<file path="src/logic/ask_pkg.sv">
// Constants for the accessory switch router and key classifier.
// Assumes one 250 MHz clock and a byte-wide register port from the host link.
package ask_pkg;

  // ----------------------------------------------------------------
  // Accessory state, one-hot
  // ----------------------------------------------------------------
  typedef enum logic [7:0] {
    ASK_NONE    = 8'h01,
    ASK_DETECT  = 8'h02,
    ASK_P3      = 8'h04,
    ASK_P3_FM   = 8'h08,
    ASK_RING2   = 8'h10,
    ASK_RING2_FM = 8'h20,
    ASK_STD     = 8'h40,
    ASK_STD_FM  = 8'h80
  } ask_acc_e;

  // ----------------------------------------------------------------
  // Switch vector bit positions, 1 means On
  // ----------------------------------------------------------------
  localparam int SW_W     = 10;
  localparam int SW_FIRST = 0;
  localparam int SW_CODEC = 1;
  localparam int SW_M2S   = 2;
  localparam int SW_M2R   = 3;
  localparam int SW_G2S   = 4;
  localparam int SW_G2R   = 5;

  // Switch sets per accessory state
  localparam logic [SW_W-1:0] SWS_NONE     = 10'h300;
  localparam logic [SW_W-1:0] SWS_DETECT   = 10'h002;
  localparam logic [SW_W-1:0] SWS_P3       = 10'h3F1;
  localparam logic [SW_W-1:0] SWS_P3_FM    = 10'h061;
  localparam logic [SW_W-1:0] SWS_RING2    = 10'h298;
  localparam logic [SW_W-1:0] SWS_RING2_FM = 10'h098;
  localparam logic [SW_W-1:0] SWS_STD      = 10'h164;
  localparam logic [SW_W-1:0] SWS_STD_FM   = 10'h064;

  // ----------------------------------------------------------------
  // Registers
  // ----------------------------------------------------------------
  localparam logic [7:0] ADDR_BOUND_LOW  = 8'h0D;
  localparam logic [7:0] ADDR_BOUND_MID  = 8'h0E;
  localparam logic [7:0] ADDR_BOUND_HIGH = 8'h0F;
  localparam int         TH_W            = 7;
  localparam logic [TH_W-1:0] RST_BOUND_LOW  = 7'h10;
  localparam logic [TH_W-1:0] RST_BOUND_MID  = 7'h22;
  localparam logic [TH_W-1:0] RST_BOUND_HIGH = 7'h35;
  localparam logic [7:0] RD_UNMAPPED     = 8'h00;
  localparam int         OHM_PER_LSB     = 6;

  // Key index codes
  localparam int         KEYS   = 4;
  localparam logic [1:0] KEY_1  = 2'h0;
  localparam logic [1:0] KEY_2  = 2'h1;
  localparam logic [1:0] KEY_3  = 2'h2;
  localparam logic [1:0] KEY_4  = 2'h3;

endpackage

</file>
<file path="src/logic/ask_core.sv">
// Accessory switch router and key press classifier.
// Assumes detection, debounce and the host link run on clk and feed this block.
`timescale 1ns/10ps
module ask_core
  import ask_pkg::*;
(
  input  wire logic            clk,
  input  wire logic            rst_n,
  input  wire ask_acc_e        acc_state,
  input  wire logic            manual_en,
  input  wire logic [SW_W-1:0] manual_sw,
  input  wire logic [7:0]      reg_addr,
  input  wire logic [7:0]      reg_wdata,
  input  wire logic            reg_wr,
  input  wire logic            reg_rd,
  input  wire logic [TH_W-1:0] sleeve_code,
  input  wire logic [TH_W-1:0] ring2_code,
  input  wire logic [TH_W-1:0] sleeve_kelvin_code,
  input  wire logic [TH_W-1:0] ring2_kelvin_input,
  input  wire logic            key_press_valid,
  input  wire logic            key_release_valid,
  input  wire logic [KEYS-1:0] press_clear,
  input  wire logic [KEYS-1:0] release_clear,
  output logic [SW_W-1:0]      switch_on,
  output logic [7:0]           reg_rdata,
  output logic [1:0]           key_bin,
  output logic                 mic_on_ring2,
  output logic [KEYS-1:0]      key_press_flag,
  output logic [KEYS-1:0]      key_release_flag,
  output logic                 key_irq
);

  // ----------------------------------------------------------------
  // State
  // ----------------------------------------------------------------
  logic [SW_W-1:0] sw_reg;
  logic [SW_W-1:0] sw_next;
  logic [TH_W-1:0] th_low_reg;
  logic [TH_W-1:0] th_mid_reg;
  logic [TH_W-1:0] th_high_reg;
  logic [7:0]      rdata_reg;
  logic [7:0]      rdata_next;
  logic [1:0]      bin_reg;
  logic [1:0]      bin_next;
  logic            loc_reg;
  logic            loc_next;
  logic [KEYS-1:0] press_reg;
  logic [KEYS-1:0] release_reg;
  logic [KEYS-1:0] press_hot;
  logic [KEYS-1:0] rel_hot;
  logic            irq_reg;
  logic [TH_W-1:0] mic_code;
  logic [TH_W-1:0] gnd_code;
  logic [TH_W-1:0] eq_code;
  logic [1:0]      last_bin_reg;

  assign switch_on        = sw_reg;
  assign reg_rdata        = rdata_reg;
  assign key_bin          = bin_reg;
  assign mic_on_ring2     = loc_reg;
  assign key_press_flag   = press_reg;
  assign key_release_flag = release_reg;
  assign key_irq          = irq_reg;

  // ----------------------------------------------------------------
  // Switch routing
  // ----------------------------------------------------------------
  // Automatic table lookup; an unknown code falls back to the safe default
  always_comb begin
    case (acc_state)
      ASK_NONE:     sw_next = SWS_NONE;
      ASK_DETECT:   sw_next = SWS_DETECT;
      ASK_P3:       sw_next = SWS_P3;
      ASK_P3_FM:    sw_next = SWS_P3_FM;
      ASK_RING2:    sw_next = SWS_RING2;
      ASK_RING2_FM: sw_next = SWS_RING2_FM;
      ASK_STD:      sw_next = SWS_STD;
      ASK_STD_FM:   sw_next = SWS_STD_FM;
      default:      sw_next = SWS_NONE;
    endcase
    if (manual_en) begin
      sw_next = manual_sw;
    end
  end

  // Reset leaves depletion transistors on so the ground never floats
  always_ff @(posedge clk or negedge rst_n) begin
    if (!rst_n) begin
      sw_reg <= SWS_NONE;
    end else begin
      sw_reg <= sw_next;
    end
  end

  // ----------------------------------------------------------------
  // Threshold registers
  // ----------------------------------------------------------------
  // Writes land at once; the classifier reads these directly
  always_ff @(posedge clk or negedge rst_n) begin
    if (!rst_n) begin
      th_low_reg  <= RST_BOUND_LOW;
      th_mid_reg  <= RST_BOUND_MID;
      th_high_reg <= RST_BOUND_HIGH;
    end else if (reg_wr) begin
      // Top data bit dropped on write
      if (reg_addr == ADDR_BOUND_LOW) begin
        th_low_reg <= reg_wdata[TH_W-1:0];
      end
      if (reg_addr == ADDR_BOUND_MID) begin
        th_mid_reg <= reg_wdata[TH_W-1:0];
      end
      if (reg_addr == ADDR_BOUND_HIGH) begin
        th_high_reg <= reg_wdata[TH_W-1:0];
      end
    end
  end

  // Read mux, registered so the data port comes from a flop
  always_comb begin
    case (reg_addr)
      ADDR_BOUND_LOW:  rdata_next = {1'b0, th_low_reg};
      ADDR_BOUND_MID:  rdata_next = {1'b0, th_mid_reg};
      ADDR_BOUND_HIGH: rdata_next = {1'b0, th_high_reg};
      default:         rdata_next = RD_UNMAPPED;
    endcase
  end

  always_ff @(posedge clk or negedge rst_n) begin
    if (!rst_n) begin
      rdata_reg <= RD_UNMAPPED;
    end else if (reg_rd) begin
      rdata_reg <= rdata_next;
    end
  end

  // ----------------------------------------------------------------
  // Measurement
  // ----------------------------------------------------------------
  // Mic sits on ring2 when its path is closed in the current switch set
  assign loc_next = sw_reg[SW_M2R] & sw_reg[SW_G2S];

  // Codes are in 6 ohm steps; the kelvin code of the ground contact is
  // the return drop, subtracted and clamped at zero
  always_comb begin
    if (loc_next) begin
      mic_code = ring2_code;
      gnd_code = sleeve_kelvin_code;
    end else begin
      mic_code = sleeve_code;
      gnd_code = ring2_kelvin_input;
    end
    if (mic_code > gnd_code) begin
      eq_code = mic_code - gnd_code;
    end else begin
      eq_code = '0;
    end
  end

  // Bins by strict compare; out of order thresholds give wrong keys
  always_comb begin
    if (eq_code < th_low_reg) begin
      bin_next = KEY_1;
    end else if (eq_code < th_mid_reg) begin
      bin_next = KEY_2;
    end else if (eq_code < th_high_reg) begin
      bin_next = KEY_3;
    end else begin
      bin_next = KEY_4;
    end
  end

  // Live bin tracks the line every cycle, thresholds included
  always_ff @(posedge clk or negedge rst_n) begin
    if (!rst_n) begin
      bin_reg <= KEY_4;
      loc_reg <= 1'b0;
    end else begin
      bin_reg <= bin_next;
      loc_reg <= loc_next;
    end
  end

  // ----------------------------------------------------------------
  // Key flags
  // ----------------------------------------------------------------
  // A release belongs to the key last pressed
  always_ff @(posedge clk or negedge rst_n) begin
    if (!rst_n) begin
      last_bin_reg <= KEY_1;
    end else if (key_press_valid) begin
      last_bin_reg <= bin_next;
    end
  end

  always_comb begin
    press_hot = '0;
    rel_hot   = '0;
    if (key_press_valid) begin
      press_hot[bin_next] = 1'b1;
    end
    if (key_release_valid) begin
      rel_hot[last_bin_reg] = 1'b1;
    end
  end

  // Set beats clear so no event is lost in the clear cycle
  always_ff @(posedge clk or negedge rst_n) begin
    if (!rst_n) begin
      press_reg   <= '0;
      release_reg <= '0;
    end else begin
      press_reg   <= (press_reg & ~press_clear) | press_hot;
      release_reg <= ((release_reg & ~release_clear) & ~press_hot) | rel_hot;
    end
  end

  // Interrupt level follows the flags one cycle later
  always_ff @(posedge clk or negedge rst_n) begin
    if (!rst_n) begin
      irq_reg <= 1'b0;
    end else begin
      irq_reg <= |{press_reg, release_reg};
    end
  end
endmodule

</file>
<file path="config.mk">
export PLATFORM = sky130hd
export DESIGN_NAME = ask_core
export DESIGN_NICKNAME = d
export VERILOG_FILES = /design/src/logic/ask_pkg.sv /design/src/logic/ask_core.sv
export SDC_FILE = /design/constraint.sdc
export NUM_CORES = 1
export LEC_CHECK = 0
export BUFFER_PORTS_ARGS = -buffer_cell sky130_fd_sc_hd__buf_2
export CORE_ASPECT_RATIO = 1.1
export CORE_MARGIN = 8
export CORE_UTILIZATION = 55
export CTS_CLUSTER_DIAMETER = 50
export DETAILED_ROUTE_END_ITERATION = 12
export GPL_TIMING_DRIVEN = 0
export PLACE_DENSITY = 0.82
export SYNTH_ARGS = -nofsm -noshare
export SYNTH_HDL_FRONTEND = slang
export SYNTH_SLANG_ARGS = --single-unit
</file>
<file path="constraint.sdc">
create_clock -name clk -period 8.6 [get_ports clk]
set_input_delay 1.29 -clock clk [delete_from_list [all_inputs] [get_ports clk]]
set_output_delay 1.29 -clock clk [all_outputs]
set_load 0.03 [all_outputs]
</file>
==> results of run 1 <==
[cell type report]
class	instances	area [um2]
plain buffers	10	41.3
clock buffers	5	68.8
clock inverters	3	26.3
fillers	501	1780
inverters	44	165
multi-input cells	241	1800
flip-flops and latches	52	1320
well taps	77	96.3
repair buffers	101	505
[power by group through the flow]
stage	clock, mW	sequential [mW]	combinational (mW)
after floorplan	0	0.353	0.155
after global placement	0	0.307	0.276
after detailed placement	0	0.309	0.285
after CTS	0.149	0.305	0.287
after global routing	0.156	0.310	0.317
final	0.146	0.304	0.287
[path summary, 6_finish.rpt]
path,from,to
min in group asynchronous,rst_n,last_bin_reg[0]$_DFFE_PN0P_
setup / recovery,switch_on[4]$_DFF_PN0_,last_bin_reg[0]$_DFFE_PN0P_
hold / removal,last_bin_reg[1]$_DFFE_PN0P_,key_release_flag[0]$_DFF_PN0_
setup reg to reg,switch_on[4]$_DFF_PN0_,last_bin_reg[0]$_DFFE_PN0P_
hold reg to reg,last_bin_reg[1]$_DFFE_PN0P_,key_release_flag[0]$_DFF_PN0_
max in group asynchronous,rst_n,switch_on[4]$_DFF_PN0_
[stage by stage]
step | hold slack, ns | std cells | area [um2] | total power [mW] | utilization
after floorplan | 0.473 | 347 | 3330 | 0.508 | -
after global placement | 0.481 | 525 | 3930 | 0.583 | 0.677
after detailed placement | 0.505 | 525 | 3930 | 0.594 | 0.677
after CTS | 0.520 | 533 | 4020 | 0.740 | 0.693
after global routing | 0.545 | 533 | 4020 | 0.783 | 0.693
final | 0.519 | 533 | 4020 | 0.737 | 0.693
[layer usage]
| layer | up-vias | share of wire |
|---|---|---|
| li1 | 1466 | - |
| met1 | 1443 | 0.38 |
| met2 | 105 | 0.53 |
| met3 | 21 | 0.063 |
| met4 | 0 | 0.027 |
| met5 | - | 0 |
[kinds of logic (layout without fill, tap and decap cells)]
logic type / Yosys count / count (layout) / synth area share
flops: 52 / 52 / 0.395
xor+xnor: 5 / 5 / 0.0132
mux: 35 / 35 / 0.117
compound gates: 95 / 95 / 0.201
other cells: 1 / 1 / 0.00113
simple gates: 87 / 87 / 0.141
buf+inv: 54 / 163 / 0.0621
fa+ha+maj: 18 / 18 / 0.0700
[synth_stat cells, types with 2 or more instances]
cell,count
a21o_1,4
a21o_2,2
a21oi_1,14
a22o_1,2
a22oi_1,8
a2bb2oi_1,2
a31oi_1,2
a41o_1,2
and2_1,2
and3_1,2
clkbuf_1,8
dfrtp_1,41
dfstp_2,11
ha_1,17
inv_1,44
mux2_2,26
mux2i_1,8
nand2_1,27
nand2b_1,5
nand3_1,6
nand3b_1,4
nor2_1,14
nor2b_1,3
nor3_1,4
nor4_1,5
nor4b_1,2
o21a_1,2
o21ai_0,21
o21ai_2,2
o21bai_1,2
o22ai_1,9
o311ai_1,2
o31ai_1,4
o32ai_1,2
xnor2_1,3
xor2_1,2
==> flow_summary.ini, run 1 <==
[grt]
grt_util_met2 = 0.359
grt_max_degree = 53
grtUsageMet3 = 0.0510
globalRouteMet1Util = 0.182
grt_overflow_total = 0
grt_use_total = 0.186
grt_pass1_vias = 3196
busiest_layer = met2
grt_pass1_wl_um = 13900
antenna_found_initial = 0

[power_and_ir_drop]
power-per-cell-area_mw_per_mm2 = 183
ir_drop_mv = 0.109
p_clk_frac = 0.198
p_seq_frac = 0.413
p_sw_frac = 0.382
power.internal_uw = 456
p_leak_nw = 2.04
pwr-share-comb = 0.389
switchingPower_uw = 281

[synth]
synth_cell_types = 69
synth_warnings = 0
ys_seq_area_frac = 0.395
synth-edff-count = 0
synthArstFlopShare = 1.00
yosysTopAreaCellShare = 0.309
syn-instance-count = 347
synthesis.nets = 442
netlist_area_mm2 = 0.00333
synth.avg_cell_area_um2 = 9.58
ys.flop_type = dfrtp_1
synthTopCellsByArea = dfrtp_1 31%, mux2_2 8.8%, dfstp_2 8.7%, ha_1 6.4%, inv_1 5.0%
synth_largest_area_cell = dfrtp_1
ys_ff_latch = 52

[worst_setup_path]
crit_arrival_ns = 4.89
crit_chain = nand2_1 -> buf_1 -> mux2_2 -> ha_1 -> nand4_1 -> a21oi_1 -> o21ai_1 -> nor2_1 -> ha_1 -> nor2b_1 -> a41o_1 -> a221o_1 -> a21oi_2 -> a21oi_1 -> mux2_4
critPathSlowestCell = buf_1
worstSetupPathType = flip-flop to flip-flop
ff2ff_path_depth = 15
start_kind = flip-flop
crit_required_ns = 8.82
critical_path_buf_inv_count = 1
cp_num_cells = 15
rrSetupSlack_ns = 3.93
end_kind = flip-flop
cp_max_fo = 10
critPathTopFamily = compound AO/OA/AOI/OAI gates
max_stage_delay_ns = 0.51

[floorplanning]
die_y_um = 97.6
dieWidth_um = 90.1
fp-row-count = 29
dieArea_mm2 = 0.00879
core_area_mm2 = 0.00581
start_util = 0.573
boundaryPins = 107

[min_path]
hold_depth = 1
min_path_type = flip-flop to flip-flop

[clock_network]
ctsHtreeMaxLevel = 2
cts_root_buf = clkbuf_8
clock_latency_ns = 0.32
cts_max_path_buffers = 2
hold_buffers = 0
cts_buffers = 5
clock_sinks = 52
cts_setup_buffers = 0
cts_tree = done
cts_resized = 0
cts.clk_slew.worst_paths_ns = 0.11

[place]
dp_hpwl_um = 6740
pre_cts_slack_ns = 3.69
port_buffers = 101
place.gp.congestion = 0.852

[route]
ant_nets = 0
vias = 3035
wire_per_inst_um = 15.6
drc = 0
vias_per_cell = 5.69
drtPass1Iterations = 6
routed_wirelength_um = 8290
drt_iter0_drc = 191

[timing]
min_period_ns = 4.67
tns_ns = 0
period_share = 0.543
worst_pin_slew_ns = 1.11
setup_slack_ns = 3.93
fmax_mhz = 214
drv_slew = 0
finalSetupViolCount = 0
relSlewSlack = 0.262
rsz0062_at_grt = no
finalHoldViolCount = 0
skew_ns = 0.0148

[final_layout]
layout_commonest_cell = buf_2
nets = 550
drive_gt1_frac = 0.349
antenna_cells = 0
final_cell_mix = 101 x buf_2, 44 x inv_1, 41 x dfrtp_1
largest_reg_flops = 10
syn_to_final_growth_pct = 21.0

[outcome]
status = completed

[job]
max_cap_viol_count = 0
(Power assumes the default switching activity.)
==> run 2: changes to the inputs <==
- CORE_UTILIZATION: 55 -> 46
- PLACE_DENSITY: 0.82 -> 0.73
- clock period: 8.6 -> 4 ns (I/O delays scaled with it)
==> run 2 against run 1 <==
Effect of this change: first-iteration DRC count decreased by 6.3%; global-route usage shrank 2.6 points; clock power increased by 100%; register-to-register slack lost 3.8 ns; utilization is 7.7 points lower; clock skew up 0.0032 ns; sequential share of layout area fell by 2.2 points; non-clock buffer count is 17 higher; critical path type unchanged; highest routed layer unchanged.
==> flow_summary.ini, run 2 (synthesized netlist as in run 1, its figures left out) <==
[final_layout]
largest_reg_flops = 10
final_cell_mix = 101 x buf_2, 44 x inv_1, 41 x dfrtp_1
post-route-util = 0.616
drive_gt1_frac = 0.416
syn_to_final_growth_pct = 29.7
nets = 567
multiInputGateArea_mm2 = 0.00195
layout_commonest_cell = buf_2
fin_area_mm2 = 0.00431
seqCellArea_mm2 = 0.00132
fillers = 594
antenna_cells = 0

[grt]
grt_pass1_vias = 3089
grt_use_total = 0.160
antenna_found_initial = 0
grtUsageMet3 = 0.0481
grt_pass1_wl_um = 13800
grt_max_degree = 53
globalRouteMet1Util = 0.166
grt_util_met2 = 0.289
busiest_layer = met2
grt_overflow_total = 0

[worst_setup_path]
max_stage_delay_ns = 0.42
cp_max_fo = 5
crit_chain = nand2_4 -> mux2_4 -> ha_4 -> fa_2 -> nor2b_2 -> o21ai_1 -> nand2b_1 -> nand2_1 -> nand2_1 -> a21oi_2 -> xor2_1 -> nor2_2 -> ha_1 -> nor2b_4 -> a41o_1 -> a221o_1 -> a21oi_4 -> a21oi_2 -> mux2_4
worstSetupPathType = flip-flop to flip-flop
end_kind = flip-flop
start_kind = flip-flop
critPathSlowestCell = dfrtp_1
crit_arrival_ns = 4.13
crit_required_ns = 4.21

[timing]
fmax_mhz = 255
min_period_ns = 3.91
setup_slack_ns = 0.0858
relSlewSlack = 0.261
finalHoldViolCount = 0
skew_ns = 0.0180
period_share = 0.979
drv_slew = 0
finalSetupViolCount = 0
tns_ns = 0
rsz0062_at_grt = yes
worst_pin_slew_ns = 1.11

[floorplanning]
start_util = 0.475
dieArea_mm2 = 0.0102
dieWidth_um = 97.1
die_y_um = 105
boundaryPins = 107
fp-row-count = 32
core_area_mm2 = 0.00701

[job]
max_cap_viol_count = 0

[power_and_ir_drop]
p_clk_frac = 0.179
p_sw_frac = 0.377
switchingPower_uw = 630
power.internal_mw = 1.04
p_seq_frac = 0.393
power-per-cell-area_mw_per_mm2 = 387
p_leak_nw = 2.17
ir_drop_mv = 0.340
pwr-share-comb = 0.428

[route]
drtPass1Iterations = 5
ant_nets = 0
drc = 0
vias_per_cell = 5.51
drt_iter0_drc = 179
vias = 3076
wire_per_inst_um = 15.6
routed_wirelength_um = 8730

[place]
placedInstanceArea_mm2 = 0.00394
place.gp.congestion = 0.854
dp_hpwl_um = 6670
port_buffers = 101
pre_cts_slack_ns = -0.456

[clock_network]
ctsHtreeMaxLevel = 2
clock_latency_ns = 0.32
cts_root_buf = clkbuf_8
cts_max_path_buffers = 2
cts_tree = done
cts.clk_slew.worst_paths_ns = 0.10
clock_sinks = 52
cts_buffers = 5

[outcome]
status = completed

[min_path]
min_path_type = primary input to flip-flop
## run 2: cell types whose count changed in the layout (fill, tap and decap cells not counted), sizes merged
cell      before  now
buf          103  120
clkinvlp       2    0
clkbuf        13   14
clkinv         0    1
## run 2: area by class of cell
class | instances | area share
Buffer | 10 | 0.0133
Clock buffer | 6 | 0.0168
Clock inverter | 2 | 0.00319
Sequential cell | 52 | 0.305
Tap cell | 85 | 0.0247
Timing Repair Buffer | 118 | 0.147
Multi-Input combinational cell | 241 | 0.452
Inverter | 44 | 0.0383
## run 2: final timing paths
kind / slack, ns / cells past startpoint / startpoint / to
min in group asynchronous: 0.48 / 1 / rst_n / key_press_flag[2]$_DFF_PN0_
setup / recovery: 0.09 / 19 / switch_on[4]$_DFF_PN0_ / last_bin_reg[0]$_DFFE_PN0P_
setup reg to reg: 0.09 / 19 / switch_on[4]$_DFF_PN0_ / last_bin_reg[0]$_DFFE_PN0P_
max in group asynchronous: 2.83 / 1 / rst_n / switch_on[1]$_DFF_PN0_
hold reg to reg: 0.51 / 2 / key_press_flag[3]$_DFF_PN0_ / key_irq$_DFF_PN0_
hold / removal: 0.46 / 2 / release_clear[0] / key_release_flag[0]$_DFF_PN0_
## run 2: power groups by stage
stage               sequential [mW]  clock [mW]  combinational, mW
floorplan                     0.759           0              0.334
global placement              0.661           0              0.601
detailed placement            0.665           0              0.615
CTS                           0.655       0.307              0.655
global route                  0.665       0.330              0.775
finish                        0.656       0.299              0.714
## run 2: metal layers
layer / routed length (um) / part of all wire
met1: 3400 / 0.39
met5: 0 / 0
met3: 539 / 0.062
met4: 203 / 0.023
met2: 4590 / 0.53
## run 2: critical path, delay by kind of cell (launching register included)
kind	cells	cell delay, ns
adders and majority gates	3	0.85
xor gates and xnor gates	1	0.18
AOI/OAI and AO/OA	6	1.05
muxes	2	0.59
DFF	1	0.42
and+or+nand+nor	7	0.73
## run 2: per-stage QoR
stage               hold WS (ns)  std cells  total power [mW]
floorplan                  0.304        347              1.09
global placement           0.476        533              1.26
detailed placement         0.491        533              1.28
CTS                        0.460        546              1.62
global route               0.459        558              1.77
finish                     0.460        558              1.67
## run 2: repair_timing
item                       in CTS  in global routing
setup endpoints to repair      12                 11
pin swaps                       5                 16
hold buffers                    0                  0
setup buffers                   5                 12
resized for setup              16                 20
